--- src/hdl/tx_ctrl_consts.svh ---
/*
 * Constants for the transmitter device-control block: widths, reset values,
 * three-level pin codes, default bit mappings and the reset settle count.
 * Assumes it is included by the package, the design modules and the verification files.
 */
`ifndef TX_CTRL_CONSTS_SVH
`define TX_CTRL_CONSTS_SVH

`define NUM_CHAN 4
`define NUM_DRV 8
`define SHARED_W 8
`define DATA_W 8
`define CTRL_W 2
`define LVL_W 2
`define MAP_IDX_W 3

`define LVL_CODE_LOW 2'b01
`define LVL_CODE_HIGH 2'b10

`define REF_CLK_PERIOD_NS 20
`define SETTLE_LIMIT_CYCLES 16
`define SETTLE_CNT_W 4
`define SETTLE_CYCLES 4'ha

`define DRV_EN_RESET 8'h00
`define SELFTEST_RESET 4'hf
`define DRV_MAP_DEFAULT 24'hfac688
`define SELFTEST_MAP_DEFAULT 12'h688

`endif

--- src/hdl/tx_ctrl_pkg.sv ---
/*
 * Types for the transmitter device-control block.
 * Assumes tx_ctrl_consts.svh is on the include path.
 */
`include "tx_ctrl_consts.svh"

package tx_ctrl_pkg;

    typedef enum logic [1:0] {
        LVL_MID = 2'b00,
        LVL_LOW = 2'b01,
        LVL_HIGH = 2'b10
    } tri_level_t;

    typedef enum logic [2:0] {
        RATE_195_400 = 3'b001,
        RATE_400_800 = 3'b010,
        RATE_800_1500 = 3'b100
    } rate_range_t;

    typedef enum logic [2:0] {
        ST_RESET = 3'b001,
        ST_SETTLE = 3'b010,
        ST_RUN = 3'b100
    } seq_state_t;

    typedef struct packed {
        logic odd_parity;
        logic [`CTRL_W-1:0] ctrl;
        logic [`DATA_W-1:0] data;
    } tx_char_t;

    typedef struct packed {
        logic check_data;
        logic check_ctrl;
    } parity_sel_t;

    typedef struct packed {
        logic device_reset_n;
        logic input_clock_select;
        logic half_rate_ref_select;
        logic driver_latch_open;
        logic selftest_latch_open;
        logic [`LVL_W-1:0] parity_check_select;
        logic [`LVL_W-1:0] rate_range_select;
        logic [2*`LVL_W-1:0] tx_operating_mode;
        logic [`SHARED_W-1:0] shared_latch_inputs;
    } pin_bundle_t;

    // a floating pin shows neither code, so it reads as mid
    function automatic tri_level_t decode_level(input logic [`LVL_W-1:0] code);
        tri_level_t lvl;
        lvl = LVL_MID;
        if (code == `LVL_CODE_LOW) begin
            lvl = LVL_LOW;
        end else if (code == `LVL_CODE_HIGH) begin
            lvl = LVL_HIGH;
        end
        return lvl;
    endfunction

endpackage

--- src/hdl/ctrl_latch.sv ---
/*
 * Enable latch fed from the shared latch inputs, with a fixed bit mapping.
 * Assumes open, clear and shared inputs are already synchronised to clk_i.
 */
`timescale 1ns/1ps
`include "tx_ctrl_consts.svh"

module ctrl_latch #(
    parameter int OUT_W = `NUM_DRV,
    parameter logic [OUT_W*`MAP_IDX_W-1:0] MAP = `DRV_MAP_DEFAULT,
    parameter logic [OUT_W-1:0] RESET_VAL = `DRV_EN_RESET,
    parameter bit CLEAR_WHEN_OPEN = 1'b1
) (
    input wire logic clk_i,
    input wire logic resetn_i,
    input wire logic open_i,
    input wire logic clear_i,
    input wire logic [`SHARED_W-1:0] shared_i,
    output logic [OUT_W-1:0] latched_o
);
    logic [OUT_W-1:0] mapped;

    genvar i;
    generate
        for (i = 0; i < OUT_W; i++) begin : g_map
            assign mapped[i] = shared_i[MAP[i*`MAP_IDX_W +: `MAP_IDX_W]];
        end
    endgenerate

    // the latch is modelled as a register that follows while open
    always_ff @(posedge clk_i or negedge resetn_i) begin
        if (!resetn_i) begin
            latched_o <= RESET_VAL;
        end else if (clear_i && (CLEAR_WHEN_OPEN || !open_i)) begin
            latched_o <= RESET_VAL;
        end else if (open_i) begin
            latched_o <= mapped;
        end
        // closed and not cleared: no branch taken, the value is held
    end

endmodule // ctrl_latch

--- src/hdl/parity_check.sv ---
/*
 * Per-channel odd-parity checker on the captured input characters.
 * Assumes characters and the check selection are stable in the clk_i domain.
 */
`timescale 1ns/1ps
`include "tx_ctrl_consts.svh"

module parity_check (
    input wire logic clk_i,
    input wire logic resetn_i,
    input tx_ctrl_pkg::tx_char_t [`NUM_CHAN-1:0] chars_i,
    input tx_ctrl_pkg::parity_sel_t sel_i,
    input wire logic hold_i,
    output logic [`NUM_CHAN-1:0] parity_error_o
);
    import tx_ctrl_pkg::*;

    genvar ch;
    generate
        for (ch = 0; ch < `NUM_CHAN; ch++) begin : g_chan
            logic parity_sum;
            // control bits join the sum only when selected
            assign parity_sum = ^{chars_i[ch].data, chars_i[ch].odd_parity,
                                  chars_i[ch].ctrl & {`CTRL_W{sel_i.check_ctrl}}};
            always_ff @(posedge clk_i or negedge resetn_i) begin
                if (!resetn_i) begin
                    parity_error_o[ch] <= 1'b0;
                end else if (hold_i || !sel_i.check_data) begin
                    parity_error_o[ch] <= 1'b0;
                end else begin
                    parity_error_o[ch] <= ~parity_sum;
                end
            end
        end
    endgenerate

endmodule // parity_check

--- src/hdl/tx_device_control.sv ---
/*
 * Device-level control of a four-channel serial transmitter: three-level
 * static selects, synchronous device reset with settle sequence, parity
 * check of the input register, and the driver and self-test enable latches.
 * Assumes clk_i is the 50 MHz reference clock; all pins other than the
 * character inputs arrive asynchronously and are synchronised here.
 */
`timescale 1ns/1ps
`include "tx_ctrl_consts.svh"

// Notes on behaviour
// - parity select low: no parity check on any channel.
// - mid with encoder on: data plus parity bit checked for odd parity.
// - mid with encoder bypassed: data, control and parity bit checked odd.
// - parity select high: data, control and parity bit always checked odd.
// - rate select low, mid, high picks 195-400, 400-800, 800-1500 MBd.
// - reset sampled low on clock edge initialises all state and counters.
// - after reset release outputs settle in fewer than 16 clock cycles.
// - input clock select low: reference clock captures the input data.
// - driver latch open: shared inputs drive the serial driver enables.
// - enable bit high turns its driver on; low powers it down.
// - driver latch closing holds the last shared input values.
// - device reset clears the driver latch, disabling every driver.
// - self-test latch open: shared inputs drive the self-test enables.
// - self-test bit low runs the test pattern; high sends normal data.
// - self-test latch closing holds the last shared input values.
// - reset with self-test latch closed disables self-test everywhere.
// - a floating three-level select reads as mid level.
module tx_device_control #(
    parameter logic [`NUM_DRV*`MAP_IDX_W-1:0] DRV_MAP = `DRV_MAP_DEFAULT,
    parameter logic [`NUM_CHAN*`MAP_IDX_W-1:0] SELFTEST_MAP = `SELFTEST_MAP_DEFAULT
) (
    input wire logic clk_i,
    input wire logic resetn_i,
    input wire logic device_reset_n_i,
    input wire logic input_clock_select_i,
    input wire logic half_rate_ref_select_i,
    input wire logic [`LVL_W-1:0] parity_check_select_i,
    input wire logic [`LVL_W-1:0] rate_range_select_i,
    input wire logic [2*`LVL_W-1:0] tx_operating_mode_i,
    input wire logic driver_enable_latch_open_i,
    input wire logic selftest_latch_open_i,
    input wire logic [`SHARED_W-1:0] shared_latch_inputs_i,
    input tx_ctrl_pkg::tx_char_t [`NUM_CHAN-1:0] char_in_i,
    output logic [`NUM_DRV-1:0] serial_out_driver_en_o,
    output logic [`NUM_CHAN-1:0] selftest_enable_n_o,
    output logic [`NUM_CHAN-1:0] parity_error_o,
    output tx_ctrl_pkg::rate_range_t rate_range_o,
    output logic rate_combo_invalid_o,
    output logic ref_clocks_input_o,
    output logic outputs_ready_o
);
    import tx_ctrl_pkg::*;

    pin_bundle_t pins;
    pin_bundle_t pins_meta_r;
    pin_bundle_t pins_r;
    tri_level_t par_lvl;
    tri_level_t spd_lvl;
    tri_level_t mode_hi_lvl;
    logic dev_rst_active;
    logic encoder_on;
    parity_sel_t par_sel;
    tx_char_t [`NUM_CHAN-1:0] chars_r;
    seq_state_t state_r;
    seq_state_t state_nxt;
    logic [`SETTLE_CNT_W-1:0] settle_r;
    logic [`SETTLE_CNT_W-1:0] settle_nxt;
    rate_range_t rate_nxt;

    assign pins.device_reset_n = device_reset_n_i;
    assign pins.input_clock_select = input_clock_select_i;
    assign pins.half_rate_ref_select = half_rate_ref_select_i;
    assign pins.driver_latch_open = driver_enable_latch_open_i;
    assign pins.selftest_latch_open = selftest_latch_open_i;
    assign pins.parity_check_select = parity_check_select_i;
    assign pins.rate_range_select = rate_range_select_i;
    assign pins.tx_operating_mode = tx_operating_mode_i;
    assign pins.shared_latch_inputs = shared_latch_inputs_i;

    // two-stage synchroniser; the first stage feeds only the second
    always_ff @(posedge clk_i or negedge resetn_i) begin
        if (!resetn_i) begin
            pins_meta_r <= '0;
            pins_r <= '0;
        end else begin
            pins_meta_r <= pins;
            pins_r <= pins_meta_r;
        end
    end

    // device reset is a level sampled on the reference clock edge
    assign dev_rst_active = !pins_r.device_reset_n;

    assign par_lvl = decode_level(pins_r.parity_check_select);
    assign spd_lvl = decode_level(pins_r.rate_range_select);
    assign mode_hi_lvl = decode_level(pins_r.tx_operating_mode[2*`LVL_W-1:`LVL_W]);
    assign encoder_on = (mode_hi_lvl != LVL_LOW);

    always_comb begin
        par_sel.check_data = 1'b0;
        par_sel.check_ctrl = 1'b0;
        case (par_lvl)
            LVL_LOW: begin
                par_sel.check_data = 1'b0;
            end
            LVL_MID: begin
                par_sel.check_data = 1'b1;
                par_sel.check_ctrl = !encoder_on;
            end
            LVL_HIGH: begin
                par_sel.check_data = 1'b1;
                par_sel.check_ctrl = 1'b1;
            end
            default: begin
                par_sel.check_data = 1'b0;
            end
        endcase
    end

    // input register on the reference clock; other input clocks are not built here
    always_ff @(posedge clk_i or negedge resetn_i) begin
        if (!resetn_i) begin
            chars_r <= '0;
        end else if (dev_rst_active) begin
            chars_r <= '0;
        end else begin
            chars_r <= char_in_i;
        end
    end

    always_ff @(posedge clk_i or negedge resetn_i) begin
        if (!resetn_i) begin
            ref_clocks_input_o <= 1'b0;
        end else begin
            ref_clocks_input_o <= !pins_r.input_clock_select;
        end
    end

    always_comb begin
        case (spd_lvl)
            LVL_LOW: begin
                rate_nxt = RATE_195_400;
            end
            LVL_HIGH: begin
                rate_nxt = RATE_800_1500;
            end
            default: begin
                rate_nxt = RATE_400_800;
            end
        endcase
    end

    always_ff @(posedge clk_i or negedge resetn_i) begin
        if (!resetn_i) begin
            rate_range_o <= RATE_400_800;
        end else begin
            rate_range_o <= rate_nxt;
        end
    end

    // flagged only; the host is the one that must avoid this pairing
    always_ff @(posedge clk_i or negedge resetn_i) begin
        if (!resetn_i) begin
            rate_combo_invalid_o <= 1'b0;
        end else begin
            rate_combo_invalid_o <= (spd_lvl == LVL_LOW) && pins_r.half_rate_ref_select;
        end
    end

    // reset sequencer: settle count keeps data outputs quiet until defined
    always_comb begin
        state_nxt = state_r;
        settle_nxt = settle_r;
        case (state_r)
            ST_RESET: begin
                settle_nxt = '0;
                if (!dev_rst_active) begin
                    state_nxt = ST_SETTLE;
                end
            end
            ST_SETTLE: begin
                settle_nxt = settle_r + `SETTLE_CNT_W'(1);
                if (settle_r == `SETTLE_CYCLES - `SETTLE_CNT_W'(1)) begin
                    state_nxt = ST_RUN;
                end
            end
            ST_RUN: begin
                settle_nxt = '0;
            end
            default: begin
                state_nxt = ST_RESET;
                settle_nxt = '0;
            end
        endcase
        if (dev_rst_active) begin
            state_nxt = ST_RESET;
            settle_nxt = '0;
        end
    end

    always_ff @(posedge clk_i or negedge resetn_i) begin
        if (!resetn_i) begin
            state_r <= ST_RESET;
            settle_r <= '0;
        end else begin
            state_r <= state_nxt;
            settle_r <= settle_nxt;
        end
    end

    always_ff @(posedge clk_i or negedge resetn_i) begin
        if (!resetn_i) begin
            outputs_ready_o <= 1'b0;
        end else begin
            outputs_ready_o <= (state_nxt == ST_RUN);
        end
    end

    parity_check u_parity (
        .clk_i(clk_i),
        .resetn_i(resetn_i),
        .chars_i(chars_r),
        .sel_i(par_sel),
        .hold_i(!outputs_ready_o),
        .parity_error_o(parity_error_o)
    );

    // driver enables: a high bit turns the driver on, reset clears even when open
    ctrl_latch #(
        .OUT_W(`NUM_DRV),
        .MAP(DRV_MAP),
        .RESET_VAL(`DRV_EN_RESET),
        .CLEAR_WHEN_OPEN(1'b1)
    ) u_drv_latch (
        .clk_i(clk_i),
        .resetn_i(resetn_i),
        .open_i(pins_r.driver_latch_open),
        .clear_i(dev_rst_active),
        .shared_i(pins_r.shared_latch_inputs),
        .latched_o(serial_out_driver_en_o)
    );

    // self-test enables are active low; reset only clears a closed latch
    ctrl_latch #(
        .OUT_W(`NUM_CHAN),
        .MAP(SELFTEST_MAP),
        .RESET_VAL(`SELFTEST_RESET),
        .CLEAR_WHEN_OPEN(1'b0)
    ) u_selftest_latch (
        .clk_i(clk_i),
        .resetn_i(resetn_i),
        .open_i(pins_r.selftest_latch_open),
        .clear_i(dev_rst_active),
        .shared_i(pins_r.shared_latch_inputs),
        .latched_o(selftest_enable_n_o)
    );

    // helper for the checks below: the mapped shared inputs
    logic [`NUM_DRV-1:0] drv_expect;
    logic [`NUM_CHAN-1:0] st_expect;
    genvar gi;
    generate
        for (gi = 0; gi < `NUM_DRV; gi++) begin : g_drv_exp
            assign drv_expect[gi] =
                pins_r.shared_latch_inputs[DRV_MAP[gi*`MAP_IDX_W +: `MAP_IDX_W]];
        end
        for (gi = 0; gi < `NUM_CHAN; gi++) begin : g_st_exp
            assign st_expect[gi] =
                pins_r.shared_latch_inputs[SELFTEST_MAP[gi*`MAP_IDX_W +: `MAP_IDX_W]];
        end
    endgenerate
endmodule // tx_device_control

--- config.mk ---
export PLATFORM = sky130hd
export DESIGN_NAME = tx_device_control
export DESIGN_NICKNAME = d
export VERILOG_FILES = /design/src/hdl/tx_ctrl_pkg.sv /design/src/hdl/ctrl_latch.sv /design/src/hdl/parity_check.sv /design/src/hdl/tx_device_control.sv
export VERILOG_INCLUDE_DIRS = /design/src /design/src/hdl
export SDC_FILE = /design/constraint.sdc
export NUM_CORES = 1
export LEC_CHECK = 0
export BUFFER_PORTS_ARGS = -buffer_cell sky130_fd_sc_hd__clkbuf_2
export CAP_MARGIN = 20
export CORE_AREA = 10 10 120 122
export CTS_CLUSTER_DIAMETER = 60
export CTS_CLUSTER_SIZE = 20
export DETAILED_ROUTE_END_ITERATION = 10
export DIE_AREA = 0 0 130 132
export GPL_TIMING_DRIVEN = 0
export PLACE_DENSITY = 0.64
export SYNTH_ARGS = -nofsm -noshare
export SYNTH_HDL_FRONTEND = slang
export SYNTH_SLANG_ARGS = --single-unit
--- constraint.sdc ---
create_clock -name clk_i -period 2.3 [get_ports clk_i]
set_input_delay 0.115 -clock clk_i [delete_from_list [all_inputs] [get_ports clk_i]]
set_output_delay 0.115 -clock clk_i [all_outputs]
set_load 0.05 [all_outputs]
# ---- Word-level counts from Yosys, hierarchy flattened
# Index checks and enable logic that the tools add are counted.
dict set report op_classes {
  addsub 1
  n_mul 0
  div 0
  n_lt_le_gt_ge 0
  n_eq_ne 16
  shifts 0
  n_mux 23
  bitwise 8
  n_reduce_logical 16
}
# operator count
set ops {}
lappend ops {{$mux 44} 1}
lappend ops {{$reduce_xor 11->1} 4}
lappend ops {{$mux 4} 4}
lappend ops {{$mux 8} 2}
lappend ops {{$mux 2} 6}
lappend ops {{$eq 2x2->1 const B} 5}
lappend ops {{$pmux 3 s3} 1}
lappend ops {{$and 2x2->2} 4}
lappend ops {{$eq 2x1->1 const B} 4}
lappend ops {{$eq 3x3->1 const B} 2}
lappend ops {{$logic_not 1->1} 6}
lappend ops {{$mux 3} 2}
lappend ops {{$pmux 3 s2} 1}
lappend ops {{$mux 1} 5}
lappend ops {{$add 4x1->4 const B} 1}
lappend ops {{$eq 4x4->1 const B} 1}
lappend ops {{$not 1->1} 4}
lappend ops {{$eq 3x1->1 const B} 1}
lappend ops {{$eq 3x2->1 const B} 1}
lappend ops {{$logic_and 1x1->1} 2}
lappend ops {{$logic_not 2->1} 1}
lappend ops {{$ne 2x1->1 const B} 1}
lappend ops {{$ne 2x2->1 const B} 1}
lappend ops {{$pmux 1 s2} 1}
lappend ops {{3 further kinds} 3}
dict set report word_totals {
  reg_bits 115
  latch_bits 0
  mem_bits_rw 0
  romBits 0
  out_inout_bits 22
  elab_cells 106
  n_memories 0
}

# ---- Longest topological paths before layout
dict set report depth {
  word_depth 10
  depth_mapped 6
}

# ---- Cells and area by module
# Synthesis repeated with hierarchy kept, for this count alone.
dict set report hier_totals {
  cells_unflattened 266
  area_unflattened_um2 3968.8
}
# mod instances cells_per_inst area_each_um2 seq_area_each_um2
set modules_own_cells {}
lappend modules_own_cells {tx_device_control 1 183 2941.6 2379.8}
lappend modules_own_cells {parity_check 1 41 546.8 100.1}
lappend modules_own_cells {{ctrl_latch at u_drv_latch} 1 26 325.3 200.2}
lappend modules_own_cells {{ctrl_latch at u_selftest_latch} 1 16 155.1 105.1}

# ---- Worst setup path before layout
# OpenSTA, ideal clock, no wires.
dict set report synth_timing {
  path_kind {register -> register}
  startpoint {register pins_r[14] (netlist bit)}
  endpoint {register u_parity.parity_error_o[0]}
  arrival_ps 1456
  path_slack_ps 772
  stages_incl_launch_ff 7
  n_path_buf 0
  period_less_slack_ps 1528
  cell_sequence {dfrtp_1 > inv_1 > ha_1 > and3b_1 > o211ai_1 > xnor3_1 > nor2_1}
}
dict set report synth_between {
  elab_chain_len 9
}
# element line
set synth_rtl {}
lappend synth_rtl {{start: declaration} tx_device_control.sv:57} ;# pin_bundle_t pins_r;
lappend synth_rtl {{start signal: assignment} tx_device_control.sv:88} ;# pins_r <= pins_meta_r;
lappend synth_rtl {{$eq 2x2->1 (no line)} n/a}
lappend synth_rtl {{$mux 2} tx_ctrl_pkg.sv:56} ;# end else if (code == `LVL_CODE_HIGH) begin
lappend synth_rtl {{$mux 2 (*)} tx_ctrl_pkg.sv:54} ;# if (code == `LVL_CODE_LOW) begin
lappend synth_rtl {{$eq 2x2->1 or $logic_not 2->1 (tied branches)} tx_device_control.sv:103} ;# case (par_lvl)
lappend synth_rtl {{$pmux 1 s2 or $reduce_or 2->1 (tied branches)} n/a}
lappend synth_rtl {{$and 2x2->2 or $mux 1 (tied branches)} {parity_check.sv:24, tx_device_control.sv:103}}
lappend synth_rtl {{$reduce_xor 11->1 or $logic_not 1->1 (tied branches)} {parity_check.sv:23, parity_check.sv:28}}
lappend synth_rtl {{$not 1->1 or $logic_or 1x1->1 (tied branches)} {parity_check.sv:31, parity_check.sv:28}}
lappend synth_rtl {{$mux 1 (*)} parity_check.sv:28} ;# end else if (hold_i || !sel_i.check_data) begin
lappend synth_rtl {{end signal: indexed assignment} parity_check.sv:31} ;# parity_error_o[ch] <= ~parity_sum;
lappend synth_rtl {{end: declaration} parity_check.sv:14} ;# output logic [`NUM_CHAN-1:0] parity_error_o
# Every way passes the cells marked *; elsewhere a longest branch is shown, timed or not.
# A chain may end at the register's enable or synchronous reset.

# ---- Final worst setup path
dict set report layout_timing {
  startpoint {register pins_r[14] (netlist bit)}
  endpoint {register u_parity.parity_error_o[2]}
}
# The elaborated chain is that of the path after synthesis.

==> results.md <==
* Crit path largest cell delay at approximately 0.40 ns
* Unrepaired setup endpoints after global routing: no
* Critical-path maximum fanout at 4
* # rows at 40
* Required time worst endpoint at around 2.6 ns
* Wirelength, routed at 7.86 mm
* Placed cell count at 500
* Top Family by Delay on Critical Path: XOR/XNOR gates
* Min Tclk post-route at approximately 1.7 ns
* Via-to-Cell Ratio at between 4 and 5
* Synthesized Nets at 341
* Rel. slew slack at 43.7%
* Crit path capture type: flip-flop
* Max cap viols at 0
* CP cell instances: inv_1 > ha_1 > and3b_1 > o211ai_1 > xnor3_1 > nor2_1
* Synth area leader: dfrtp_1
* Synth Flop Type: dfrtp_1
* # IOs at 89
* TritonRoute pass-1 iters at 4
* DP HPWL at ~5.3 mm
* Antenna Nets Post-Route at 0
* Share of the synthesized area in the top cell type at 66.2%
* Startpoint Class: flip-flop
* Number of global-route vias before repair at roughly 2.6k
* CTS Root Buffer Type: clkbuf_16
* Clock Latency Late Sink at between 0.3 and 0.4 ns
* 1st-iter DRT viols at 68
* Global-route wire length before repair at roughly 13 mm
* Final Hold Fails at 0
* Routability cong. at slightly below 0.7
* Commonest non-fill, non-tap cells in the layout: dfrtp_1, clkbuf_2, dlygate4sd3_1, and2_1
* Crit path DAT at 1.96 ns
* Netlist Area Pre-Place at 3970 µm²
* Yosys reg bits at 111
* Layout cells sized above 1 at approximately a quarter
* Clock sink count at 111
* Power Dens Cells at 746 nW/µm²
* Gr ovfl total at 0
* Slowest cell on crit path: xnor3_1
* Finished Layout Cells at between 500 and 600
* CTS buffer count at 9
* Yosys cell types at 25
* Port Buffer Count at 86
* Final Skew at 0.00531 ns
* Period utilisation layout at approximately three quarters
* Cts repair resizes at 0
* GRT Total Usage at 9.84%
* Synth Warn # at 0
* Layout area overhead at 38.8%
* Commonest non-fill, non-tap cell in the layout: dfrtp_1
* Die Span Y at 132 µm
* Critical path class: flip-flop to flip-flop
* Top cells by area, synth: dfrtp_1, and2_1, xnor3_1
* CTS tree: built
* Initial antenna violation count at 0
* Number of synthesized flops with an enable pin at 0
* Total number of vias at ~2.4k
* Final core utilization at a little under half
* Chip Width at ~130 µm
* Starting Density at 33.3%
* Antenna cell count at 0
* FFs w/ async S/R, synth at 100%
* Routed len/inst at 13.6 µm
* Fmax at 592 MHz
* Post-Synthesis Cells at 267
* Final Setup Violations at 0
* Status: complete, no violations
* CTS Buffer Depth at 2
* Max H-tree Level at 3
* Syn_area_per_cell at 14.9 µm²
* Die Area at between 15000 and 20000 µm²
* Part of the Yosys area used for sequential elements at 70.2%
* Pin count of the biggest net entering global routing at 112
* DRC at 0
* Clock transition at path regs at roughly 0.07 ns
* Max-slew violation count at 0
* Final #Nets at 501
* Pleak at 2.72 nW
* Tightest Pin Transition at 0.845 ns
* Worst path bufs/invs at 1
* Hold crit path type: primary input to flip-flop
* Core area at roughly 12000 µm²
* Worst vdd ir at 0.469 mV
* Design Power at 0.00411 W
-- stage by stage --
step / TNS [ns] / cell area (µm²) / setup WS (ns) / hold WS [ns]
after floorplan: 0 / 3970 / 0.772 / -0.181
after detailed placement: 0 / 4590 / 0.621 / 0.225
after global placement: -37.22 / 4580 / -0.363 / 0.223
after CTS: 0 / 5510 / 0.604 / 0.0191
final: 0 / 5510 / 0.610 / 0.0234
after global routing: 0 / 5510 / 0.485 / 0.0327
-- cells in the mapped netlist, types with 2 or more instances --
cell type    n
dfrtp_1    105
xor2_1      13
o211ai_1     4
dfstp_2      6
nor2b_1     10
mux2i_1      8
ha_1         7
xnor2_1     13
inv_1       11
clkbuf_1     6
a21oi_1      5
xnor3_1      8
and2_1      45
nor3b_1      3
nor2_1      12
nand3b_1     2
-- area by class of cell --
class	count	area, µm²
Timing Repair Buffer	149	1070
Clock inverter	4	50.0
Buffer	7	27.5
Multi-Input combinational cell	138	1110
Fill cell	1042	6400
Clock buffer	12	236
Inverter	11	41.3
Tap cell	147	184
Sequential cell	111	2790
-- repair_timing --
item / CTS / global route
endpoints found under the hold margin: 167 / 0
endpoints found under the setup margin: 0 / 0
hold buffers: 63 / 0
setup buffers: 0 / 0
-- power breakdown --
| group | total [W] | switching (W) | internal, W | leakage [nW] |
|---|---|---|---|---|
| sequential | 0.00210 | 0.0000434 | 0.00206 | 1.38 |
| combinational | 0.000513 | 0.000235 | 0.000278 | 1.21 |
| clock | 0.00150 | 0.000657 | 0.000844 | 0.133 |
| total | 0.00411 | 0.000935 | 0.00318 | 2.72 |
-- registers in the layout, indices dropped and copies added (netlist names) --
signal	cells
rate_combo_invalid_o	1
pins_meta_r	19
u_drv_latch.latched_o	8
settle_r	4
u_parity.parity_error_o	4
drv_expect	8
state_r	3
chars_r	44
outputs_ready_o	1
rate_range_o	3
pins_r	11
u_selftest_latch.latched_o	4
ref_clocks_input_o	1
-- worst paths after layout --
check / startpoint / to / slack (ns) / cells past startpoint
min: char_in_i[43] / chars_r[43]$_DFF_PN0_ / 0.02 / 2
max in group asynchronous: resetn_i / chars_r[8]$_DFF_PN0_ / 1.27 / 2
max: pins_r[14]$_DFF_PN0_ / u_parity.parity_error_o[2]$_DFF_PN0_ / 0.61 / 6
min in group asynchronous: resetn_i / drv_expect[6]$_DFF_PN0_ / 0.45 / 2
max reg2reg: pins_r[14]$_DFF_PN0_ / u_parity.parity_error_o[2]$_DFF_PN0_ / 0.61 / 6
min reg2reg: pins_meta_r[14]$_DFF_PN0_ / pins_r[14]$_DFF_PN0_ / 0.34 / 0
-- per-layer routing --
layer	GRT usage (%)	wire [µm]	share of wire (%)
met5	0	0	0
met4	3.38	96	1.2
met3	3.98	442	5.6
met2	16.2	4030	51
met1	11.3	3290	42
-- cells by family (layout without fill, tap and decap cells) --
kind of cell,Yosys count,after routing,synth area share (%)
XOR/XNOR,34,34,10.3
AO/OA/AOI/OAI,11,11,1.73
multiplexers,9,9,2.30
AND/OR/NAND/NOR,77,77,11.6
adder cells (fa/ha/maj),7,7,2.21
flip-flops,111,111,70.2
buffers and inverters,18,183,1.73
Power figures use the tool's default switching activity.
